--- src/rtl/apg_pkg.sv ---
// apg_pkg: constants and types for the converter output processing path
// assumes: used by apg_top and apg_gain, single sampling clock domain
package apg_pkg;

  // ===========================================================
  // data widths
  // ===========================================================
  localparam int APG_DW = 14;                       // full resolution word
  localparam int APG_DW12 = 12;                     // reduced resolution word
  localparam int APG_GW = 4;                        // gain code width

  // ===========================================================
  // latencies in sampling clock cycles
  // ===========================================================
  localparam int APG_BYPASS_LAT = 10;               // raw path latency
  localparam int APG_PROC_EXTRA = 4;                // fixed extra latency of processing path
  localparam int APG_PROC_LAT = APG_BYPASS_LAT + APG_PROC_EXTRA;
  localparam int APG_GAIN_STAGES = 2;               // register stages inside the gain module

  // ===========================================================
  // gain settings: code n means n * 0.5 dB, 0..12
  // ===========================================================
  localparam logic [3:0] APG_GAIN_RESET = 4'h0;     // 0 dB
  localparam logic [3:0] APG_GAIN_MAX = 4'hC;       // 6 dB
  localparam int APG_MULT_FRAC = 12;                // fraction bits of the multiplier
  localparam logic [13:0] APG_OB_MAX = 14'h3FFF;    // top offset binary code
  localparam logic [13:0] APG_OB_MIN = 14'h0000;    // bottom offset binary code
  localparam logic [13:0] APG_MID = 14'h2000;       // midscale of offset binary

  // ===========================================================
  // path state
  // ===========================================================
  typedef enum logic [1:0] {
    APG_ST_BYPASS = 2'b00,                          // raw data to pins
    APG_ST_FILL = 2'b01,                            // processing pipe refilling
    APG_ST_PROC = 2'b11                             // processed data to pins
  } apg_state_type;

  // gain multiplier 10^(n*0.5/20) in Q1.12, which also scales full scale
  function automatic logic [13:0] apg_gain_mult(input logic [3:0] code);
    case (code)
      4'h0: apg_gain_mult = 14'h1000;
      4'h1: apg_gain_mult = 14'h10F4;
      4'h2: apg_gain_mult = 14'h11F6;
      4'h3: apg_gain_mult = 14'h1307;
      4'h4: apg_gain_mult = 14'h1429;
      4'h5: apg_gain_mult = 14'h155C;
      4'h6: apg_gain_mult = 14'h16A0;
      4'h7: apg_gain_mult = 14'h17F7;
      4'h8: apg_gain_mult = 14'h1962;
      4'h9: apg_gain_mult = 14'h1AE1;
      4'hA: apg_gain_mult = 14'h1C76;
      4'hB: apg_gain_mult = 14'h1E22;
      4'hC: apg_gain_mult = 14'h1FE8;
      default: apg_gain_mult = 14'h1FE8;
    endcase
  endfunction : apg_gain_mult

  // convert offset binary to two's complement by flipping the top bit
  function automatic logic [13:0] apg_to_twos(input logic [13:0] ob);
    apg_to_twos = {~ob[13], ob[12:0]};
  endfunction : apg_to_twos

endpackage : apg_pkg

--- src/rtl/apg_gain_if.sv ---
// apg_gain_if: carries samples and gain setting between top and gain stage
// assumes: both ends on ref_clk
`timescale 1ns/1ns
interface apg_gain_if;
  logic [13:0] in_data;                             // offset binary sample in
  logic [3:0] gain_code;                            // active gain code
  logic [13:0] out_data;                            // scaled, saturated sample
  modport top (output in_data, output gain_code, input out_data);
  modport gain (input in_data, input gain_code, output out_data);
endinterface : apg_gain_if

--- src/rtl/apg_gain.sv ---
// apg_gain: two-stage fixed-latency gain multiplier with saturation
// assumes: offset binary input, gain code already limited to 0..12
`timescale 1ns/1ns
module apg_gain
  import apg_pkg::*;
(
  input wire logic ref_clk,
  input wire logic rst_n,
  apg_gain_if.gain g
);

  // ===========================================================
  // stage 1: signed product
  // ===========================================================
  logic signed [14:0] centred;                      // sample around midscale
  logic signed [29:0] prod_q;                       // registered product
  logic signed [29:0] prod_d;
  logic signed [17:0] scaled;                       // product back in sample units
  logic [13:0] sat_val;                             // clamped offset binary result
  logic [13:0] out_q;

  assign centred = $signed({1'b0, g.in_data}) - $signed({1'b0, APG_MID});
  assign prod_d = 30'(centred * $signed({1'b0, apg_gain_mult(g.gain_code)})); // see RL9
  assign scaled = $signed(prod_q[APG_MULT_FRAC +: 18]);

  // clamp instead of wrapping: a wrap would turn overload into a full-scale flip
  assign sat_val = (scaled > 18'sh0_1FFF) ? APG_OB_MAX :             // see RL13
                   (scaled < -18'sh0_2000) ? APG_OB_MIN :           // see RL13
                   14'(scaled + 18'sh0_2000);

  // product register, same depth for every gain code
  always_ff @(posedge ref_clk or negedge rst_n) begin
    if (!rst_n) begin
      prod_q <= '0;
    end else begin
      prod_q <= prod_d;                             // see RL12
    end
  end

  // ===========================================================
  // stage 2: saturated output register
  // ===========================================================
  always_ff @(posedge ref_clk or negedge rst_n) begin
    if (!rst_n) begin
      out_q <= APG_MID;
    end else begin
      out_q <= sat_val;
    end
  end

  assign g.out_data = out_q;

endmodule : apg_gain

--- src/rtl/apg_top.sv ---
// apg_top: output-side processing path of a pipelined converter
// assumes: raw samples arrive one per ref_clk edge from the stage pipeline,
// control pins come from a programming block on another clock
//
// Operation
// RL1 - reset leaves the path in bypass
// RL2 - bypass output ten cycles after sampling
// RL3 - bypass skips patterns, gain and offset
// RL4 - processing path adds extra pipeline cycles
// RL5 - processing only while bypass_disable is one
// RL6 - gain 0 to 6 dB, half dB steps
// RL7 - leaving bypass starts gain at 0 dB
// RL8 - gain inactive right after reset
// RL9 - gain scales full scale, 0 dB 2 Vpp
// RL10 - one pipeline step per rising edge
// RL11 - 14 or 12 bit, offset or twos
// RL12 - fixed extra latency for every gain
// RL13 - gain saturates rather than wraps
`timescale 1ns/1ns
module apg_top
  import apg_pkg::*;
(
  input wire logic ref_clk,
  input wire logic rst_n,
  input wire logic [13:0] raw_sample,
  input wire logic bypass_disable,
  input wire logic [3:0] gain_sel,
  input wire logic twos_comp,
  input wire logic res12,
  output logic [13:0] out_data,
  output logic proc_active
);

  // ===========================================================
  // control synchronisers (pins from outside the clock domain)
  // ===========================================================
  logic [5:0] ctl_s1_q;                              // first stage, read only by ctl_s2_q
  logic [5:0] ctl_s2_q;
  logic [3:0] gain_q;                                // gain actually applied
  logic [3:0] gain_d;
  logic byp_dis;
  logic [3:0] gain_pin;
  apg_state_type state_q;
  apg_state_type state_d;

  always_ff @(posedge ref_clk or negedge rst_n) begin
    if (!rst_n) begin
      ctl_s1_q <= '0;
      ctl_s2_q <= '0;
    end else begin
      ctl_s1_q <= {bypass_disable, gain_sel, twos_comp};
      ctl_s2_q <= ctl_s1_q;
    end
  end

  logic fmt_twos;
  logic res12_s1_q;
  logic res12_q;
  assign byp_dis = ctl_s2_q[5];
  assign gain_pin = ctl_s2_q[4:1];
  assign fmt_twos = ctl_s2_q[0];

  // a multi-bit code can be caught mid-change by the synchroniser; a third copy
  // lets the gain follow the pins only once two samples in a row agree
  logic [3:0] gain_s3_q;
  logic gain_steady;
  assign gain_steady = (gain_pin == gain_s3_q);
  always_ff @(posedge ref_clk or negedge rst_n) begin
    if (!rst_n) begin
      gain_s3_q <= APG_GAIN_RESET;
    end else begin
      gain_s3_q <= gain_pin;
    end
  end

  always_ff @(posedge ref_clk or negedge rst_n) begin
    if (!rst_n) begin
      res12_s1_q <= 1'b0;
      res12_q <= 1'b0;
    end else begin
      res12_s1_q <= res12;
      res12_q <= res12_s1_q;
    end
  end

  // ===========================================================
  // raw delay line: one step per rising edge
  // ===========================================================
  // the input is taken as the sample of this edge; stage k holds it k+1 edges later
  logic [13:0] raw_pipe_q [APG_PROC_LAT];
  always_ff @(posedge ref_clk or negedge rst_n) begin
    if (!rst_n) begin
      for (int i = 0; i < APG_PROC_LAT; i++) begin
        raw_pipe_q[i] <= APG_MID;
      end
    end else begin
      raw_pipe_q[0] <= raw_sample;                   // see RL10
      for (int i = 1; i < APG_PROC_LAT; i++) begin
        raw_pipe_q[i] <= raw_pipe_q[i-1];            // see RL10
      end
    end
  end

  // ===========================================================
  // gain control
  // ===========================================================
  // out of range codes clamp to 6 dB; in bypass the gain is held at 0 dB
  assign gain_d = !byp_dis ? APG_GAIN_RESET :                      // see RL7
                  !gain_steady ? gain_q :                          // torn code: hold
                  (gain_pin > APG_GAIN_MAX) ? APG_GAIN_MAX : gain_pin;  // see RL6

  always_ff @(posedge ref_clk or negedge rst_n) begin
    if (!rst_n) begin
      gain_q <= APG_GAIN_RESET;                      // see RL8
    end else begin
      gain_q <= gain_d;
    end
  end

  // ===========================================================
  // processing path: taps the delay line early, gain adds its stages
  // ===========================================================
  apg_gain_if gif ();
  // tap plus the gain stages plus the output flop adds up to the processed latency
  assign gif.in_data = raw_pipe_q[APG_PROC_LAT - APG_GAIN_STAGES - 2];  // see RL4
  assign gif.gain_code = gain_q;

  apg_gain u_gain (
    .ref_clk (ref_clk),
    .rst_n (rst_n),
    .g (gif.gain)
  );

  // ===========================================================
  // mode state: bypass / refill / processed
  // ===========================================================
  logic [3:0] fill_cnt_q;
  logic [3:0] fill_cnt_d;
  logic fill_done;
  assign fill_done = fill_cnt_q == 4'(APG_PROC_EXTRA - 1);

  always_comb begin
    state_d = state_q;
    case (state_q)
      APG_ST_BYPASS: begin
        if (byp_dis) state_d = APG_ST_FILL;          // see RL5
      end
      APG_ST_FILL: begin
        if (!byp_dis) state_d = APG_ST_BYPASS;
        else if (fill_done) state_d = APG_ST_PROC;
      end
      APG_ST_PROC: begin
        if (!byp_dis) state_d = APG_ST_BYPASS;       // see RL5
      end
      default: state_d = APG_ST_BYPASS;
    endcase
  end
  assign fill_cnt_d = (state_q == APG_ST_FILL) ? fill_cnt_q + 4'h1 : 4'h0;

  always_ff @(posedge ref_clk or negedge rst_n) begin
    if (!rst_n) begin
      state_q <= APG_ST_BYPASS;                      // see RL1
      fill_cnt_q <= 4'h0;
    end else begin
      state_q <= state_d;
      fill_cnt_q <= fill_cnt_d;
    end
  end

  // ===========================================================
  // output select and format
  // ===========================================================
  // during refill the raw word is still shown, so the pins never carry stale data
  logic [13:0] sel_word;
  logic [13:0] fmt_word;
  logic [13:0] out_q;
  logic use_proc;
  assign use_proc = (state_q == APG_ST_PROC);
  // bypass takes the tap nine stages in, plus the output flop makes ten
  assign sel_word = use_proc ? gif.out_data                        // see RL4
                             : raw_pipe_q[APG_BYPASS_LAT - 2];     // see RL2 see RL3
  assign fmt_word = fmt_twos ? apg_to_twos(sel_word) : sel_word;   // see RL11
  always_ff @(posedge ref_clk or negedge rst_n) begin
    if (!rst_n) begin
      out_q <= APG_MID;
    end else begin
      out_q <= res12_q ? {fmt_word[13:2], 2'b00} : fmt_word;       // see RL11
    end
  end
  assign out_data = out_q;
  assign proc_active = use_proc;

  // ===========================================================
  // checks
  // ===========================================================
  // edges since reset, saturating: latency checks wait until the delay line holds
  // real samples, since $past looks back across the reset
  logic [3:0] warm_q;
  logic [3:0] warm_d;
  logic warm;
  assign warm = (warm_q == 4'(APG_PROC_LAT));
  assign warm_d = warm ? warm_q : warm_q + 4'h1;
  always_ff @(posedge ref_clk or negedge rst_n) begin
    if (!rst_n) begin
      warm_q <= 4'h0;
    end else begin
      warm_q <= warm_d;
    end
  end
endmodule : apg_top

--- config.mk ---
export PLATFORM = sky130hd
export DESIGN_NAME = apg_top
export DESIGN_NICKNAME = d
export VERILOG_FILES = /design/src/rtl/apg_pkg.sv /design/src/rtl/apg_gain_if.sv /design/src/rtl/apg_gain.sv /design/src/rtl/apg_top.sv
export SDC_FILE = /design/constraint.sdc
export NUM_CORES = 1
export LEC_CHECK = 0
export ABC_AREA = 1
export BUFFER_PORTS_ARGS = -buffer_cell sky130_fd_sc_hd__buf_2
export CORE_UTILIZATION = 44
export DETAILED_ROUTE_END_ITERATION = 16
export HOLD_SLACK_MARGIN = 0.03
export SLEW_MARGIN = 20
export SYNTH_ARGS = -nofsm -noshare
export SYNTH_HDL_FRONTEND = slang
export SYNTH_SLANG_ARGS = --single-unit
--- constraint.sdc ---
create_clock -name ref_clk -period 12.4 [get_ports ref_clk]
set_input_delay 1.24 -clock ref_clk [delete_from_list [all_inputs] [get_ports ref_clk]]
set_output_delay 1.24 -clock ref_clk [all_outputs]
set_load 0.01 [all_outputs]
Word-level counts from Yosys, hierarchy flattened
Memory sizes are Yosys's and may differ from the RTL's.
Index checks and enable logic that the tools add are counted.
- bits of input ports: 23
- flip-flop bits (word level): 240
- memories: 1
- logic and storage cells: 55
- memory bits (read-only): 192
- memories (name ; words ; width ; rd ports ; clocked after memory_dff ; wr ports ; RTL line ; source):
    (name not given) ; 16 ; 12 ; 1 ; 0 ; 0 ; apg_pkg.sv:41 ; case (code)
- add/subtract/negate cells: 3
- reduce and logical (&&, ||, !) cells: 2
- bitwise gates (word level): 1
- mux-type cells: 14
- multipliers: 1
- eq/ne operators: 8
- order comparisons: 3
- operators by type and width (kind ; number):
    2-to-1 mux 14 bit ; 4
    multiplier 15 x 15 -> 30 bit ; 1
    > comparator 18 x 14 -> 1 bit (second input constant) ; 1
    < comparator 18 x 14 -> 1 bit (second input constant) ; 1
    2-to-1 mux 4 bit ; 4
    subtractor 14 x 14 -> 15 bit (second input constant) ; 1
    adder 14 bit (second input constant) ; 1
    2-to-1 mux 2 bit ; 5
    case mux 2 bit (3 select lines) ; 1
    adder 4 x 1 -> 4 bit (second input constant) ; 1
    equality test 4 x 2 -> 1 bit (second input constant) ; 1
    equality test 4 bit ; 1
    > comparator 4 bit (second input constant) ; 1
    != test 2 bit (second input constant) ; 2
    != test 3 bit (second input constant) ; 1
    AND reduction 3 bit ; 1
    equality test 2 x 1 -> 1 bit (second input constant) ; 1
    equality test 2 bit (second input constant) ; 1
    zero test 2 bit ; 1
    != test 2 x 1 -> 1 bit (second input constant) ; 1
    inverter 1 bit ; 1

Logic depth before layout (Yosys ltp)
- word-level depth: 5
- mapped depth: 32
- mapped depth without buffers: 31

Cells and area by module
A second synthesis with hierarchy kept.
- cell total of the unflattened synthesis: 1285
- area total of the unflattened synthesis: 13704.4 µm²
- modules (own cells, without submodules) (module ; times used ; sequential area each (µm²) ; cells an instance ; area an instance (µm²)):
    apg_gain ; 1 ; 802.0 ; 982 ; 8277.9
    apg_top ; 1 ; 4919.7 ; 303 ; 5426.5

Worst setup path before layout
Ideal clock, no wire load.
- path type: reg2reg
- from: register gain_q[0]
- to: register u_gain.prod_q[29]
- setup time: 126 ps
- buffers on the path: 1
- arrival: 5968 ps
- clock period less this slack: 6094 ps
- stages on the path, launching flop included: 26
- slack: 6306 ps
- required time: 12274 ps
- path through: dfrtp_1 > inv_1 > ha_1 > a21oi_1 > nor2_1 > nand2_1 > clkbuf_1 > nor2_1 > fa_1 > fa_1 > inv_1 > fa_1 > inv_1 > fa_1 > inv_1 > fa_1 > fa_1 > inv_1 > ha_1 > nand2_1 > nor2_1 > nand2_1 > nand3_1 > a31oi_1 > nand2_1 > xor2_1
- cells in the longest elaborated chain, start to end: 2
- RTL lines (what ; RTL line ; source):
    from (decl) ; apg_top.sv:39 ; logic [3:0] gain_q;
    from (signal assigned) ; apg_top.sv:116 ; gain_q <= gain_d;
    memory (16 x 12 bit) ; - ;
    multiplier 15 x 15 -> 30 bit ; apg_gain.sv:23 ; assign prod_d = 30'(centred * $signed({1'b0, apg_gain_mult(g.gain_code)}));
    named net u_gain.prod_d[29] ; apg_gain.sv:17 ; logic signed [29:0] prod_d;
    to (signal assigned) ; apg_gain.sv:36 ; prod_q <= prod_d;
    to (decl) ; apg_gain.sv:16 ; logic signed [29:0] prod_q;
The timed path passes the listed nets, and every way through them passes these cells.
A chain may end at the register's enable or synchronous reset.

Worst setup path in the final report
- from: register gain_q[3]
- to: register u_gain.prod_q[29]
Same word-level chain as after synthesis.

==> impl_metrics.toml <==
[timing]
finClkSkew_ns = 0.01079
min_period_ns = 7.342
worst_slew_pin_slew_ns = 1.055
drv_slew = 0
timing.setup.tns_ns = 0
final_min_period_over_clock_period = 0.5921
achievable-frequency_mhz = 136.2
final_hold_viol_count = 0
grt_setup_unrepaired = "false"
worst_slew_margin = 0.2938
number_of_failing_setup_endpoints_in_the_final_timing_report = 0

[route]
initialDrtViolationCount = 448
drt.antenna.violating_nets = 0
route.detailed.drc = 0
wl_per_instance_um = 16.03
total_routed_length_um = 27730
vias_per_cell = 4.803
detailroute.via_count = 8310
detail_route.first_pass.iterations = 6

[global_routing]
grt_first_pass_wirelength_um = 46760
grt_overflow = 0
grt_use_total = 0.1925
grt_pass1_vias = 8962
grt_max_degree = 81
grt_antenna_before_repair = 0

[setup_path]
critPathRequiredTime_ns = 12.82
critical_path.startpoint_type = "register"
setup.worst_path.end_class = "register"
worst-endpoint-arrival_ns = 7.76
critical_path_class = "register to register"
critPathMaxFanout = 18

[floorplanning]
core_area_mm2 = 0.03051
floorplan.die_area_mm2 = 0.03165
die_width_um = 177.9
die_span_in_y_um = 177.9
top_level_port_count = 38
initial_core_util = 0.4463
fp-row-count = 64

[cells_and_area]
drive_gt1_frac = 0.08021
finish.instance_area_mm2 = 0.01501
n_fill_cell = 2749
insertedDiodeCount = 0
layout.nets = 1594
synthToLayoutAreaGrowth_pct = 10.26

[logic_synthesis]
synth_cell_type_count = 40
synth_adder_area_share = 0.3299
ys_async_sr_fraction = 1.000
synth_xor_area_frac = 0.01351
synth.ff_latch_count = 228
synth_flop_cell = "sky130_fd_sc_hd__dfrtp_1"
synth_area_per_cell_um2 = 10.68
postSynthNetCount = 1549
number_of_enable_flip_flop_cells_after_synthesis = 0
post_synth_mux_area_share = 0.0007352
synth-simple-area-share = 0.1120
syn-cell-area_mm2 = 0.01362
synth_compound_gate_area_share = 0.04255
synth-seq-area-share = 0.4202
synth_top_family_by_area = "adder cells"
syn_inst_count = 1275
ys.warnings.count = 0

[placed_design]
io_buffers = 37
placer_congestion_estimate = 0.8821
dpl_cell_area_mm2 = 0.01428
place_hpwl_um = 22240

[clock_network]
clock_sinks = 228
root_buffer = "sky130_fd_sc_hd__clkbuf_16"
clock_tree.buffer_depth = 3
tritoncts = "yes"
cts_repair_resize_count = 0
path_clk_slew_ns = 0.07
clock_latency_of_the_later_clocked_register_in_the_worst_skew_pair_ns = 0.50
cts.hold.buffers_added = 0
htreeDepth = 1
cts_post_setup_buffers_inserted = 0
cts_made_buffers = 22

[power]
p_leak_nw = 7.670
vdd.ir_drop.worst_uv = 169.7
power-per-cell-area_mw_per_mm2 = 175.9

[run_status]
run_status = "complete, no violations"

[flow_run]
count_of_maximum_capacitance_violations = 0

[worst_hold_path]
hold_path.class = "register to register"
## layout make-up
| cell class | instances | area [µm²] | area share |
|---|---|---|---|
| Multi-Input combinational cell | 755 | 6820 | 0.4543 |
| Sequential cell | 228 | 5722 | 0.3811 |
| Inverter | 273 | 1025 | 0.06826 |
| Clock buffer | 30 | 631.9 | 0.04209 |
| Tap cell | 396 | 495.5 | 0.03300 |
| Timing Repair Buffer | 40 | 217.7 | 0.01450 |
| Clock inverter | 8 | 101.3 | 0.006751 |
## metrics by stage
step	util	hold slack [ns]	total power, mW	cells	setup slack [ns]
2_1_floorplan	-	0.3312	1.659	1275	6.306
6_report	0.4921	0.3415	2.641	1730	5.058
3_5_place_dp	0.4681	0.3347	1.990	1692	5.082
5_1_grt	0.4921	0.3466	2.873	1730	4.628
4_1_cts	0.4921	0.3450	2.686	1730	5.047
3_3_place_gp	0.4679	0.3312	1.987	1692	4.707
## final timing paths
| path | start | end | slack, ns | depth (start not counted) |
|---|---|---|---|---|
| min reg2reg | raw_pipe_q[136] | raw_pipe_q[122] | 0.34 | 0 |
| max reg2reg | gain_q[3] | u_gain.prod_q[29] | 5.06 | 23 |
| min | raw_pipe_q[136] | raw_pipe_q[122] | 0.34 | 0 |
| max | gain_q[3] | u_gain.prod_q[29] | 5.06 | 23 |
| max in group asynchronous | rst_n | gain_s3_q[2] | 10.36 | 2 |
| min in group asynchronous | rst_n | raw_pipe_q[188] | 0.68 | 1 |
## cells in the mapped netlist (2+ instances only)
library cell                 n  area share
sky130_fd_sc_hd__a21o_1      3      0.0017
sky130_fd_sc_hd__a21oi_1    55       0.020
sky130_fd_sc_hd__buf_4       2      0.0011
sky130_fd_sc_hd__clkbuf_1   17      0.0047
sky130_fd_sc_hd__dfrtp_1   215        0.40
sky130_fd_sc_hd__dfstp_2    13       0.025
sky130_fd_sc_hd__fa_1      180        0.26
sky130_fd_sc_hd__ha_1       71       0.065
sky130_fd_sc_hd__inv_1     271       0.075
sky130_fd_sc_hd__inv_2       2     0.00055
sky130_fd_sc_hd__nand2_1   200       0.055
sky130_fd_sc_hd__nand2_2     6      0.0028
sky130_fd_sc_hd__nand3_1    18      0.0066
sky130_fd_sc_hd__nand3_2     2      0.0015
sky130_fd_sc_hd__nand4_1     3      0.0014
sky130_fd_sc_hd__nor2_1    139       0.038
sky130_fd_sc_hd__nor3_1      8      0.0029
sky130_fd_sc_hd__o21a_1      2      0.0011
sky130_fd_sc_hd__o21ai_0    25      0.0092
sky130_fd_sc_hd__o21ai_2     2      0.0013
sky130_fd_sc_hd__o21bai_1    2      0.0011
sky130_fd_sc_hd__o22ai_1     2     0.00092
sky130_fd_sc_hd__xnor2_1     7      0.0045
sky130_fd_sc_hd__xor2_1     14      0.0090
## critical path, cell delays in order, from the launching register on
cell,delay (ns)
sky130_fd_sc_hd__dfrtp_1,0.80
sky130_fd_sc_hd__inv_2,0.25
sky130_fd_sc_hd__nor2_1,0.28
sky130_fd_sc_hd__nand2_2,0.13
sky130_fd_sc_hd__nand2_1,0.09
sky130_fd_sc_hd__inv_1,0.19
sky130_fd_sc_hd__nor2_1,0.34
sky130_fd_sc_hd__fa_1,0.59
sky130_fd_sc_hd__fa_1,0.89
sky130_fd_sc_hd__inv_1,0.16
sky130_fd_sc_hd__fa_1,0.59
sky130_fd_sc_hd__inv_1,0.07
sky130_fd_sc_hd__fa_1,0.54
sky130_fd_sc_hd__inv_1,0.08
sky130_fd_sc_hd__fa_1,0.54
sky130_fd_sc_hd__fa_1,0.55
sky130_fd_sc_hd__inv_1,0.04
sky130_fd_sc_hd__ha_1,0.37
sky130_fd_sc_hd__nand2_1,0.07
sky130_fd_sc_hd__nor2_1,0.20
sky130_fd_sc_hd__nand2_1,0.07
sky130_fd_sc_hd__nand3b_1,0.17
sky130_fd_sc_hd__nand2_1,0.10
sky130_fd_sc_hd__xor2_1,0.14
## report_power, final
group | leakage (nW) | switching [mW] | internal [mW]
clock network | 0.363 | 0.270 | 0.400
registers | 2.67 | 0.0448 | 0.847
logic | 4.64 | 0.694 | 0.385
## cell usage in the layout (no fill, tap or decap), types with 4 or more instances in the layout
cell type / Yosys / final
sky130_fd_sc_hd__inv_1: 271 / 271
sky130_fd_sc_hd__dfrtp_1: 215 / 215
sky130_fd_sc_hd__nand2_1: 200 / 200
sky130_fd_sc_hd__fa_1: 180 / 180
sky130_fd_sc_hd__nor2_1: 139 / 139
sky130_fd_sc_hd__ha_1: 71 / 71
sky130_fd_sc_hd__a21oi_1: 55 / 54
sky130_fd_sc_hd__buf_2: 0 / 36
sky130_fd_sc_hd__o21ai_0: 25 / 25
sky130_fd_sc_hd__clkbuf_16: 0 / 23
sky130_fd_sc_hd__nand3_1: 18 / 18
sky130_fd_sc_hd__xor2_1: 14 / 14
sky130_fd_sc_hd__dfstp_2: 13 / 13
sky130_fd_sc_hd__nor3_1: 8 / 8
sky130_fd_sc_hd__xnor2_1: 7 / 7
sky130_fd_sc_hd__nand2_2: 6 / 6
sky130_fd_sc_hd__clkbuf_1: 17 / 4
## routing by layer
metal,GRT usage,wire length (µm)
met1,0.2677,12650
met2,0.3220,13570
met3,0.02249,892
met4,0.04736,609
met5,0,0
## cells by family after synthesis
kind of cell	after synthesis
adders and majority gates	251
buffers and inverters	292
AOI/OAI and AO/OA	102
DFF	228
muxes	1
xor gates and xnor gates	21
and+or+nand+nor	380
## flip-flops by register name, summed over array words and instances (netlist names), 6 cells and up
name and cells:
ctl_s1_q 6, ctl_s2_q 6, gif.in_data 14, out_data 14
raw_pipe_q 140, u_gain.g.out_data 14, u_gain.prod_q 18
Note: power is estimated with default switching activity, not from simulation.
